[config.mk]
export PLATFORM = sky130hd
export DESIGN_NAME = pwm_unit
export DESIGN_NICKNAME = d
export VERILOG_FILES = /design/src/logic/pwm_pkg.sv /design/src/logic/pwm_prescaler.sv /design/src/logic/pwm_unit.sv
export SDC_FILE = /design/constraint.sdc
export NUM_CORES = 1
export LEC_CHECK = 0
export ABC_AREA = 1
export BUFFER_PORTS_ARGS = -buffer_cell sky130_fd_sc_hd__buf_4
export CAP_MARGIN = 10
export CORE_MARGIN = 5
export CORE_UTILIZATION = 30
export DETAILED_ROUTE_END_ITERATION = 16
export SYNTH_ARGS = -nofsm -noshare
export SYNTH_HDL_FRONTEND = slang
export SYNTH_SLANG_ARGS = --single-unit
[constraint.sdc]
create_clock -name i_clk -period 2.3 [get_ports i_clk]
set_clock_uncertainty 0.1 [all_clocks]
set_input_delay 0 -clock i_clk [delete_from_list [all_inputs] [get_ports i_clk]]
set_output_delay 0 -clock i_clk [all_outputs]
set_load 0.1 [all_outputs]
[src/logic/pwm_pkg.sv]
// Package: register map, field layout, reset values and types of the PWM unit
package pwm_pkg;
  localparam int ADDR_W = 4;
  localparam logic [3:0] OFS_CCP_CONTROL = 4'h0;
  localparam logic [3:0] OFS_CCP_VALUE_LOW = 4'h1;
  localparam logic [3:0] OFS_CCP_VALUE_HIGH = 4'h2;
  localparam logic [3:0] OFS_CORE_INT_CTRL = 4'h3;
  localparam logic [3:0] OFS_PERIPH_IRQ_EN = 4'h4;
  localparam logic [3:0] OFS_PERIPH_IRQ_FLAGS = 4'h5;
  localparam logic [3:0] OFS_PORT_DIRECTION = 4'h6;
  localparam logic [3:0] OFS_PERIOD_LIMIT = 4'h7;
  localparam logic [3:0] OFS_PERIOD_TIMER_CTRL = 4'h8;
  localparam logic [3:0] OFS_PERIOD_TIMER_COUNT = 4'h9;
  localparam logic [7:0] RST_CCP_CONTROL = 8'h00;
  localparam logic [7:0] RST_CORE_INT_CTRL = 8'h00;
  localparam logic [7:0] RST_PERIPH_IRQ = 8'h00;
  localparam logic [7:0] RST_PORT_DIRECTION = 8'h3f;
  localparam logic [7:0] RST_PERIOD_LIMIT = 8'hff;
  localparam logic [7:0] RST_PERIOD_TIMER_CTRL = 8'h00;
  localparam logic [7:0] RST_PERIOD_TIMER_COUNT = 8'h00;
  localparam logic [7:0] MASK_CCP_CONTROL = 8'h3f;
  localparam logic [7:0] MASK_PERIPH_IRQ = 8'hef;
  localparam logic [7:0] MASK_PORT_DIRECTION = 8'h3f;
  localparam logic [7:0] MASK_PERIOD_TIMER_CTRL = 8'h7f;
  localparam int DUTY_LOW_LSB = 4;
  localparam int MODE_PWM_HI = 3;
  localparam int MODE_PWM_LO = 2;
  localparam int TMR_ON_BIT = 2;
  localparam int PERIOD_MATCH_BIT = 1;
  localparam int PWM_PIN_BIT = 2;
  localparam int GIE_BIT = 7;
  localparam int PEIE_BIT = 6;
  localparam logic [1:0] PRESCALE_1 = 2'b00;
  localparam logic [1:0] PRESCALE_4 = 2'b01;

  typedef struct packed {
    logic [7:0] ccp_control;
    logic [7:0] ccp_value_low;
    logic [7:0] ccp_value_high;
    logic [1:0] duty_latch_low;
    logic [7:0] core_interrupt_control;
    logic [7:0] peripheral_irq_enable;
    logic [7:0] peripheral_irq_flags;
    logic [7:0] port_direction;
    logic [7:0] period_limit;
    logic [7:0] period_timer_control;
    logic [7:0] period_timer_count;
    logic [5:0] prescale_count;
    logic pwm_level;
    logic [7:0] read_data;
    logic read_valid;
  } pwm_state_s;

  typedef struct packed {
    logic [3:0] address;
    logic read;
    logic write;
    logic [31:0] writedata;
    logic [3:0] byteenable;
  } avmm_req_s;
endpackage

[src/logic/pwm_prescaler.sv]
// Period timer prescaler: selects the increment tick and time base phase bits
`timescale 1ns/1ns
module pwm_prescaler (
  input wire logic [1:0] i_prescale,
  input wire logic [5:0] i_count,
  input wire logic i_run,
  output logic o_tick,
  output logic [1:0] o_phase
);
  // Four clocks per timer step, times 1, 4 or 16
  always_comb begin
    o_tick = 1'b0;
    o_phase = i_count[1:0];
    if (i_prescale == pwm_pkg::PRESCALE_1) begin
      o_tick = i_run && (i_count[1:0] == 2'h3);
      o_phase = i_count[1:0];
    end else if (i_prescale == pwm_pkg::PRESCALE_4) begin
      o_tick = i_run && (i_count[3:0] == 4'hf);
      o_phase = i_count[3:2];
    end else begin
      o_tick = i_run && (i_count[5:0] == 6'h3f);
      o_phase = i_count[5:4];
    end
  end
endmodule

[src/logic/pwm_unit.sv]
// PWM unit with period timer, double-buffered duty and Avalon-MM register slave
`timescale 1ns/1ns
// Summary of operation
// - PWM timing counts system clock cycles only
// - Reset sets all port pins to input
// - Reset returns all unit registers to defaults
// - Unimplemented bits read back as zero
// - After match: clear timer, set pin if new duty is nonzero, latch duty
// - Pin clears when time base equals latched duty
// - Duty is value low byte plus two bits
// - Sleep freezes timer, state and pin level
module pwm_unit (
  input wire logic i_clk,
  input wire logic i_sys_rst,
  input wire logic i_sleep,
  input wire logic [3:0] i_avs_address,
  input wire logic i_avs_read,
  input wire logic i_avs_write,
  input wire logic [31:0] i_avs_writedata,
  input wire logic [3:0] i_avs_byteenable,
  output logic [31:0] o_avs_readdata,
  output logic o_avs_waitrequest,
  output logic o_pwm_out_pin,
  output logic o_pwm_out_pin_oe,
  output logic [5:0] o_port_output_enable_n,
  output logic o_irq
);
  pwm_pkg::pwm_state_s st_r;
  pwm_pkg::pwm_state_s st_nxt;
  pwm_pkg::avmm_req_s req;
  logic pwm_mode;
  logic tick;
  logic [1:0] phase_nxt;
  logic [5:0] prescale_inc;
  logic timer_run;
  logic [9:0] time_base;
  logic [9:0] duty_latched;
  logic [7:0] wdata;
  logic wr_en;
  logic period_match;
  logic sync0_r;
  logic sleep_r;

  assign req.address = i_avs_address;
  assign req.read = i_avs_read;
  assign req.write = i_avs_write;
  assign req.writedata = i_avs_writedata;
  assign req.byteenable = i_avs_byteenable;

  // Sleep request from outside the clock domain
  always_ff @(posedge i_clk or posedge i_sys_rst) begin
    if (i_sys_rst) begin
      sync0_r <= 1'b0;
      sleep_r <= 1'b0;
    end else begin
      sync0_r <= i_sleep;
      sleep_r <= sync0_r;
    end
  end

  assign pwm_mode = st_r.ccp_control[pwm_pkg::MODE_PWM_HI] && st_r.ccp_control[pwm_pkg::MODE_PWM_LO];
  assign wdata = req.writedata[7:0];
  assign wr_en = req.write && req.byteenable[0];

  assign timer_run = st_r.period_timer_control[pwm_pkg::TMR_ON_BIT] && !sleep_r;
  assign prescale_inc = st_r.prescale_count + 6'h01;

  pwm_prescaler u_prescaler (
    .i_prescale(st_r.period_timer_control[1:0]),
    .i_count(st_r.prescale_count),
    .i_run(timer_run),
    .o_tick(tick),
    .o_phase()
  );

  // Phase bits after this edge
  pwm_prescaler u_prescaler_nxt (
    .i_prescale(st_r.period_timer_control[1:0]),
    .i_count(prescale_inc),
    .i_run(1'b0),
    .o_tick(),
    .o_phase(phase_nxt)
  );

  // Next-cycle time base, so the pin falls exactly duty steps after it rose
  assign time_base = {tick ? st_r.period_timer_count + 8'h01 : st_r.period_timer_count, phase_nxt};
  assign duty_latched = {st_r.ccp_value_high, st_r.duty_latch_low};
  assign period_match = (st_r.period_timer_count == st_r.period_limit);

  always_comb begin
    st_nxt = st_r;
    st_nxt.read_valid = 1'b0;
    // Timer advances on system clock cycles; frozen in sleep
    if (timer_run) begin
      st_nxt.prescale_count = prescale_inc;
    end
    if (tick) begin
      if (period_match) begin
        st_nxt.period_timer_count = 8'h00;
        st_nxt.peripheral_irq_flags[pwm_pkg::PERIOD_MATCH_BIT] = 1'b1;
        if (pwm_mode) begin
          st_nxt.ccp_value_high = st_r.ccp_value_low;
          st_nxt.duty_latch_low = st_r.ccp_control[pwm_pkg::DUTY_LOW_LSB +: 2];
          st_nxt.pwm_level = ({st_r.ccp_value_low, st_r.ccp_control[pwm_pkg::DUTY_LOW_LSB +: 2]} != 10'h000);
        end
      end else begin
        st_nxt.period_timer_count = st_r.period_timer_count + 8'h01;
      end
    end
    if (pwm_mode && timer_run) begin
      if (time_base == duty_latched && !(tick && period_match)) begin
        st_nxt.pwm_level = 1'b0;
      end
    end
    if (!pwm_mode) begin
      st_nxt.pwm_level = 1'b0;
    end
    if (wr_en) begin
      unique case (req.address)
        pwm_pkg::OFS_CCP_CONTROL: st_nxt.ccp_control = wdata & pwm_pkg::MASK_CCP_CONTROL;
        pwm_pkg::OFS_CCP_VALUE_LOW: st_nxt.ccp_value_low = wdata;
        pwm_pkg::OFS_CCP_VALUE_HIGH: begin
          if (!pwm_mode) begin
            st_nxt.ccp_value_high = wdata;
          end
        end
        pwm_pkg::OFS_CORE_INT_CTRL: st_nxt.core_interrupt_control = wdata;
        pwm_pkg::OFS_PERIPH_IRQ_EN: st_nxt.peripheral_irq_enable = wdata & pwm_pkg::MASK_PERIPH_IRQ;
        pwm_pkg::OFS_PERIPH_IRQ_FLAGS: begin
          // Write one clears; a same-cycle set wins
          st_nxt.peripheral_irq_flags = st_nxt.peripheral_irq_flags & ~(wdata & pwm_pkg::MASK_PERIPH_IRQ);
          if (tick && period_match) begin
            st_nxt.peripheral_irq_flags[pwm_pkg::PERIOD_MATCH_BIT] = 1'b1;
          end
        end
        pwm_pkg::OFS_PORT_DIRECTION: st_nxt.port_direction = wdata & pwm_pkg::MASK_PORT_DIRECTION;
        pwm_pkg::OFS_PERIOD_LIMIT: st_nxt.period_limit = wdata;
        pwm_pkg::OFS_PERIOD_TIMER_CTRL: st_nxt.period_timer_control = wdata & pwm_pkg::MASK_PERIOD_TIMER_CTRL;
        pwm_pkg::OFS_PERIOD_TIMER_COUNT: begin
          st_nxt.period_timer_count = wdata;
          st_nxt.prescale_count = 6'h00;
        end
        default: begin
        end
      endcase
    end
    if (req.read && !st_r.read_valid) begin
      st_nxt.read_valid = 1'b1;
      unique case (req.address)
        pwm_pkg::OFS_CCP_CONTROL: st_nxt.read_data = st_r.ccp_control;
        pwm_pkg::OFS_CCP_VALUE_LOW: st_nxt.read_data = st_r.ccp_value_low;
        pwm_pkg::OFS_CCP_VALUE_HIGH: st_nxt.read_data = st_r.ccp_value_high;
        pwm_pkg::OFS_CORE_INT_CTRL: st_nxt.read_data = st_r.core_interrupt_control;
        pwm_pkg::OFS_PERIPH_IRQ_EN: st_nxt.read_data = st_r.peripheral_irq_enable;
        pwm_pkg::OFS_PERIPH_IRQ_FLAGS: st_nxt.read_data = st_r.peripheral_irq_flags;
        pwm_pkg::OFS_PORT_DIRECTION: st_nxt.read_data = st_r.port_direction;
        pwm_pkg::OFS_PERIOD_LIMIT: st_nxt.read_data = st_r.period_limit;
        pwm_pkg::OFS_PERIOD_TIMER_CTRL: st_nxt.read_data = st_r.period_timer_control;
        pwm_pkg::OFS_PERIOD_TIMER_COUNT: st_nxt.read_data = st_r.period_timer_count;
        default: st_nxt.read_data = 8'h00;
      endcase
    end
  end

  always_ff @(posedge i_clk or posedge i_sys_rst) begin
    if (i_sys_rst) begin
      st_r.ccp_control <= pwm_pkg::RST_CCP_CONTROL;
      st_r.ccp_value_low <= 8'h00;
      st_r.ccp_value_high <= 8'h00;
      st_r.duty_latch_low <= 2'h0;
      st_r.core_interrupt_control <= pwm_pkg::RST_CORE_INT_CTRL;
      st_r.peripheral_irq_enable <= pwm_pkg::RST_PERIPH_IRQ;
      st_r.peripheral_irq_flags <= pwm_pkg::RST_PERIPH_IRQ;
      st_r.port_direction <= pwm_pkg::RST_PORT_DIRECTION;
      st_r.period_limit <= pwm_pkg::RST_PERIOD_LIMIT;
      st_r.period_timer_control <= pwm_pkg::RST_PERIOD_TIMER_CTRL;
      st_r.period_timer_count <= pwm_pkg::RST_PERIOD_TIMER_COUNT;
      st_r.prescale_count <= 6'h00;
      st_r.pwm_level <= 1'b0;
      st_r.read_data <= 8'h00;
      st_r.read_valid <= 1'b0;
    end else begin
      st_r <= st_nxt;
    end
  end

  assign o_avs_waitrequest = i_avs_read && !st_r.read_valid;
  assign o_avs_readdata = {24'h000000, st_r.read_data};
  assign o_pwm_out_pin = st_r.pwm_level;
  // Driver released while direction bit is input or unit not in PWM
  assign o_pwm_out_pin_oe = !st_r.port_direction[pwm_pkg::PWM_PIN_BIT] && pwm_mode;
  assign o_port_output_enable_n = st_r.port_direction[5:0];
  assign o_irq = st_r.peripheral_irq_flags[pwm_pkg::PERIOD_MATCH_BIT]
    && st_r.peripheral_irq_enable[pwm_pkg::PERIOD_MATCH_BIT]
    && st_r.core_interrupt_control[pwm_pkg::PEIE_BIT]
    && st_r.core_interrupt_control[pwm_pkg::GIE_BIT];
endmodule

==> qor.txt <==
=====================================================================================
Port Buffers                                                                       35
Crit path arrival time                                                        2250 ps
Pleak                                                                         2.93 nW
Part of the Yosys area used for sequential elements                             0.450
Core area                                                                  17200 um^2
Startpoint of the worst-slack reg-to-reg timing path                     st_r[11]$_DFF_PP0_
Most frequent cell after synthesis                                       sky130_fd_sc_hd__nand2_1
Final Hold Fails                                                                    0
First-pass GRT wire length                                                    23.5 mm
Cell row count                                                                     48
Area added between synthesis and finish                                         13.9%
Post-synthesis cell type with the largest combined area                  sky130_fd_sc_hd__dfrtp_1
Initial Utilization                                                             0.303
Top_reg_cell synth                                                       sky130_fd_sc_hd__dfrtp_1
Post-route worst hold slack                                                   44.3 ps
Avg Vias per Cell                                                                4.78
DRC errors left                                                                     0
Kind of end point of the critical path                                           flop
Post-synthesis register bit count                                                  93
Mean routed wirelength per cell                                               15.9 um
Required time of the critical path                                            2430 ps
Die width                                                                      142 um
Unrepaired setup endpoints after global routing                                    no
Vias in the first global route                                                   4241
Layout cell share with drive strength beyond 1                                  0.146
CTS tree                                                                         done
Minimum period implied by the final worst setup slack                         2120 ps
Post-CTS Resized                                                                    0
Longest individual stage delay on the worst path                               410 ps
Syn avg cell area                                                           7.81 um^2
Largest cells by area after synthesis                                    sky130_fd_sc_hd__dfrtp_1, sky130_fd_sc_hd__nand2_1, sky130_fd_sc_hd__o21ai_0, sky130_fd_sc_hd__dfstp_2, sky130_fd_sc_hd__buf_4
Worst-margin pin slew                                                          780 ps
Maximum number of pins on one net before global-route repair                       38
Max Fclk                                                                      472 MHz
Hold_sp                                                                  i_avs_writedata[4]
Overall overflow remaining after global route                                       0
Remaining antenna violation count after routing                                     0
Detailed-routing iteration count for the pre-antenna-repair pass                    4
Via Count                                                                        4456
Io pins                                                                            87
Metal3 WL                                                                      770 um
Footprint of the flip-flops and latches                                     2340 um^2
Footprint of the multi-input gates                                          2280 um^2
Number of setup buffers added after CTS                                             0
Share of flip-flops with an asynchronous set or reset after synthesis            1.00
Final standard cell utilization of the core                                     0.345
H-Tree Depth                                                                        3
Worst ir drop on vdd                                                         0.542 mV
Commonest cells in the synthesized netlist                               sky130_fd_sc_hd__nand2_1, sky130_fd_sc_hd__dfrtp_1, sky130_fd_sc_hd__o21ai_0
Cells along the critical path                                            ha_1 > nand3_2 > nand2_4 > inv_4 > nor2_8 > nand3_4 > clkinv_2 > nand2_2 > o211ai_1 > o21ai_1
Status                                                                      completed
Number of slew-limit violations in the final report                                 0
Share of Yosys cell area claimed by the top area cell type                      0.380
Antenna violations before repair                                                    0
Worst hold path class                                                          in2reg
Crit-path max FO                                                                   20
Final setup violation count                                                         0
Highest routing layer actually used                                              met4
Number of nets in the final layout                                                749
Met1 wire length                                                              6.91 mm
Post-synthesis cell count                                                         667
Number of buffers inserted during clock tree synthesis                              9
Dpl cells                                                                         906
Netlist Area Pre-Place                                                      5210 um^2
Power density over cell area                                             1030 nW/um^2
Final weighted congestion in routability-driven placement                       0.950
CTS Root Cell                                                            sky130_fd_sc_hd__clkbuf_16
Relative slew slack                                                             0.479
Met2 wire length                                                              6.58 mm
Clock latency of the later-clocked register in the worst-skew pair             360 ps
Antenna Diode Count                                                                 0
Final TNS setup                                                                  0 ps
Total number of clock tree sinks                                                   93
Unique masters post-synth                                                          43
Highest-delay cell along the critical path                               sky130_fd_sc_hd__dfrtp_1
Final cell count without fillers                                                  932
Number of enable flip-flop cells after synthesis                                    0
Detailed placement HPWL                                                       11.1 mm
Kind of start point of the critical path                                         flop
Setup crit start                                                         st_r[11]$_DFF_PP0_
Flop-to-flop setup slack                                                       180 ps
Clock-pin slew of the registers on the worst-case setup and hold paths          70 ps
Die area                                                                   20100 um^2
Max-cap viol count                                                                  0
Class of the most critical setup path                                         reg2reg
Count of synthesis-stage warnings from yosys                                        0
Overall global routing resource usage                                           0.152
Die Y                                                                          142 um
Largest buffer count on any clock path                                              2
Count of routing violations after the opening detailed-route iteration            271
Total wire length after detailed routing                                      14.9 mm
Design Power                                                                  6.09 mW
Period Utilization, post-route                                                  0.921
Fill cell count                                                                  1837
=====================================================================================
path summary, 6_finish.rpt:
path                                             end  cells after the start
max                        duty_latched[6]$_DFF_PP0_                     10
min                        duty_latched[6]$_DFF_PP0_                      3
max reg2reg                duty_latched[6]$_DFF_PP0_                     10
min reg2reg                        sleep_r$_DFF_PP0_                      0
max in group asynchronous       st_r[61]$_DFFE_PP0P_                      4
min in group asynchronous       st_r[28]$_DFFE_PP0P_                      3
power by group:
| part | internal (mW) | switching, mW | total [mW] |
|---|---|---|---|
| clock network | 0.741 | 0.684 | 1.42 |
| registers | 2.03 | 0.415 | 2.44 |
| logic | 0.679 | 1.54 | 2.22 |
area by class of cell:
type	count	area share
well taps	225	0.0475
clock buffers	10	0.0386
inverters	77	0.0500
repair buffers	55	0.0760
flip-flops and latches	93	0.396
clock inverters	6	0.00802
multi-input cells	466	0.384
timing repair:
action                                  in CTS  in global routing
endpoints found under the hold margin       43                  0
hold buffers                                10                  0
endpoints found under the setup margin       0                  0
worst max-delay path: cells and delay by family (launching register included):
family / cells / cell delay (ps)
and+or+nand+nor: 5 / 740
adders and majority gates: 1 / 270
AOI/OAI and AO/OA: 2 / 320
buffers and inverters: 2 / 130
DFF: 1 / 410
placed cells by master, fill, tap and decap left out, drive strengths merged:
cell type	count
a21boi	2
a21oi	18
a221oi	4
a22o	2
a31oi	1
buf	45
clkbuf	10
clkinv	5
clkinvlp	2
conb	24
dfrtp	79
dfstp	14
dlygate4sd3	10
ha	2
inv	76
mux2	4
nand2	199
nand3	36
nand4	12
nor2	42
nor3	2
nor4	2
o2111ai	3
o211ai	9
o21ai	83
o221ai	1
o22ai	10
o31ai	1
xnor2	8
xor2	1
routing by layer:
metal  track usage  up-vias
met4        0.0778        0
met5             0        -
met1         0.212     2101
met3        0.0239       33
met2         0.227      130
li1              -     2192
state kept, by name, indices dropped and copies added, names as in the netlist:
register,cells
st_r,66
duty_latched,10
o_avs_readdata,8
o_port_output_enable_n,6
o_pwm_out_pin,1
sleep_r,1
sync0_r,1
per-stage QoR:
step,area [um^2],setup WS (ps)
2_1_floorplan,5300,274
3_3_place_gp,5550,226
3_5_place_dp,5550,209
4_1_cts,5930,183
5_1_grt,5930,17.6
6_report,5930,183
cell families (layout without fill, tap and decap cells):
family | count (synthesis) | count (layout) | share of synthesized area
AND/OR/NAND/NOR | 293 | 293 | 0.243
other | 1 | 24 | 0.000720
AO/OA/AOI/OAI | 134 | 134 | 0.148
adder cells (fa/ha/maj) | 2 | 2 | 0.00481
multiplexers | 4 | 4 | 0.00865
flip-flops | 93 | 93 | 0.450
XOR/XNOR | 9 | 9 | 0.0151
buffers and inverters | 131 | 148 | 0.129
Power figures use the tool's default switching activity.
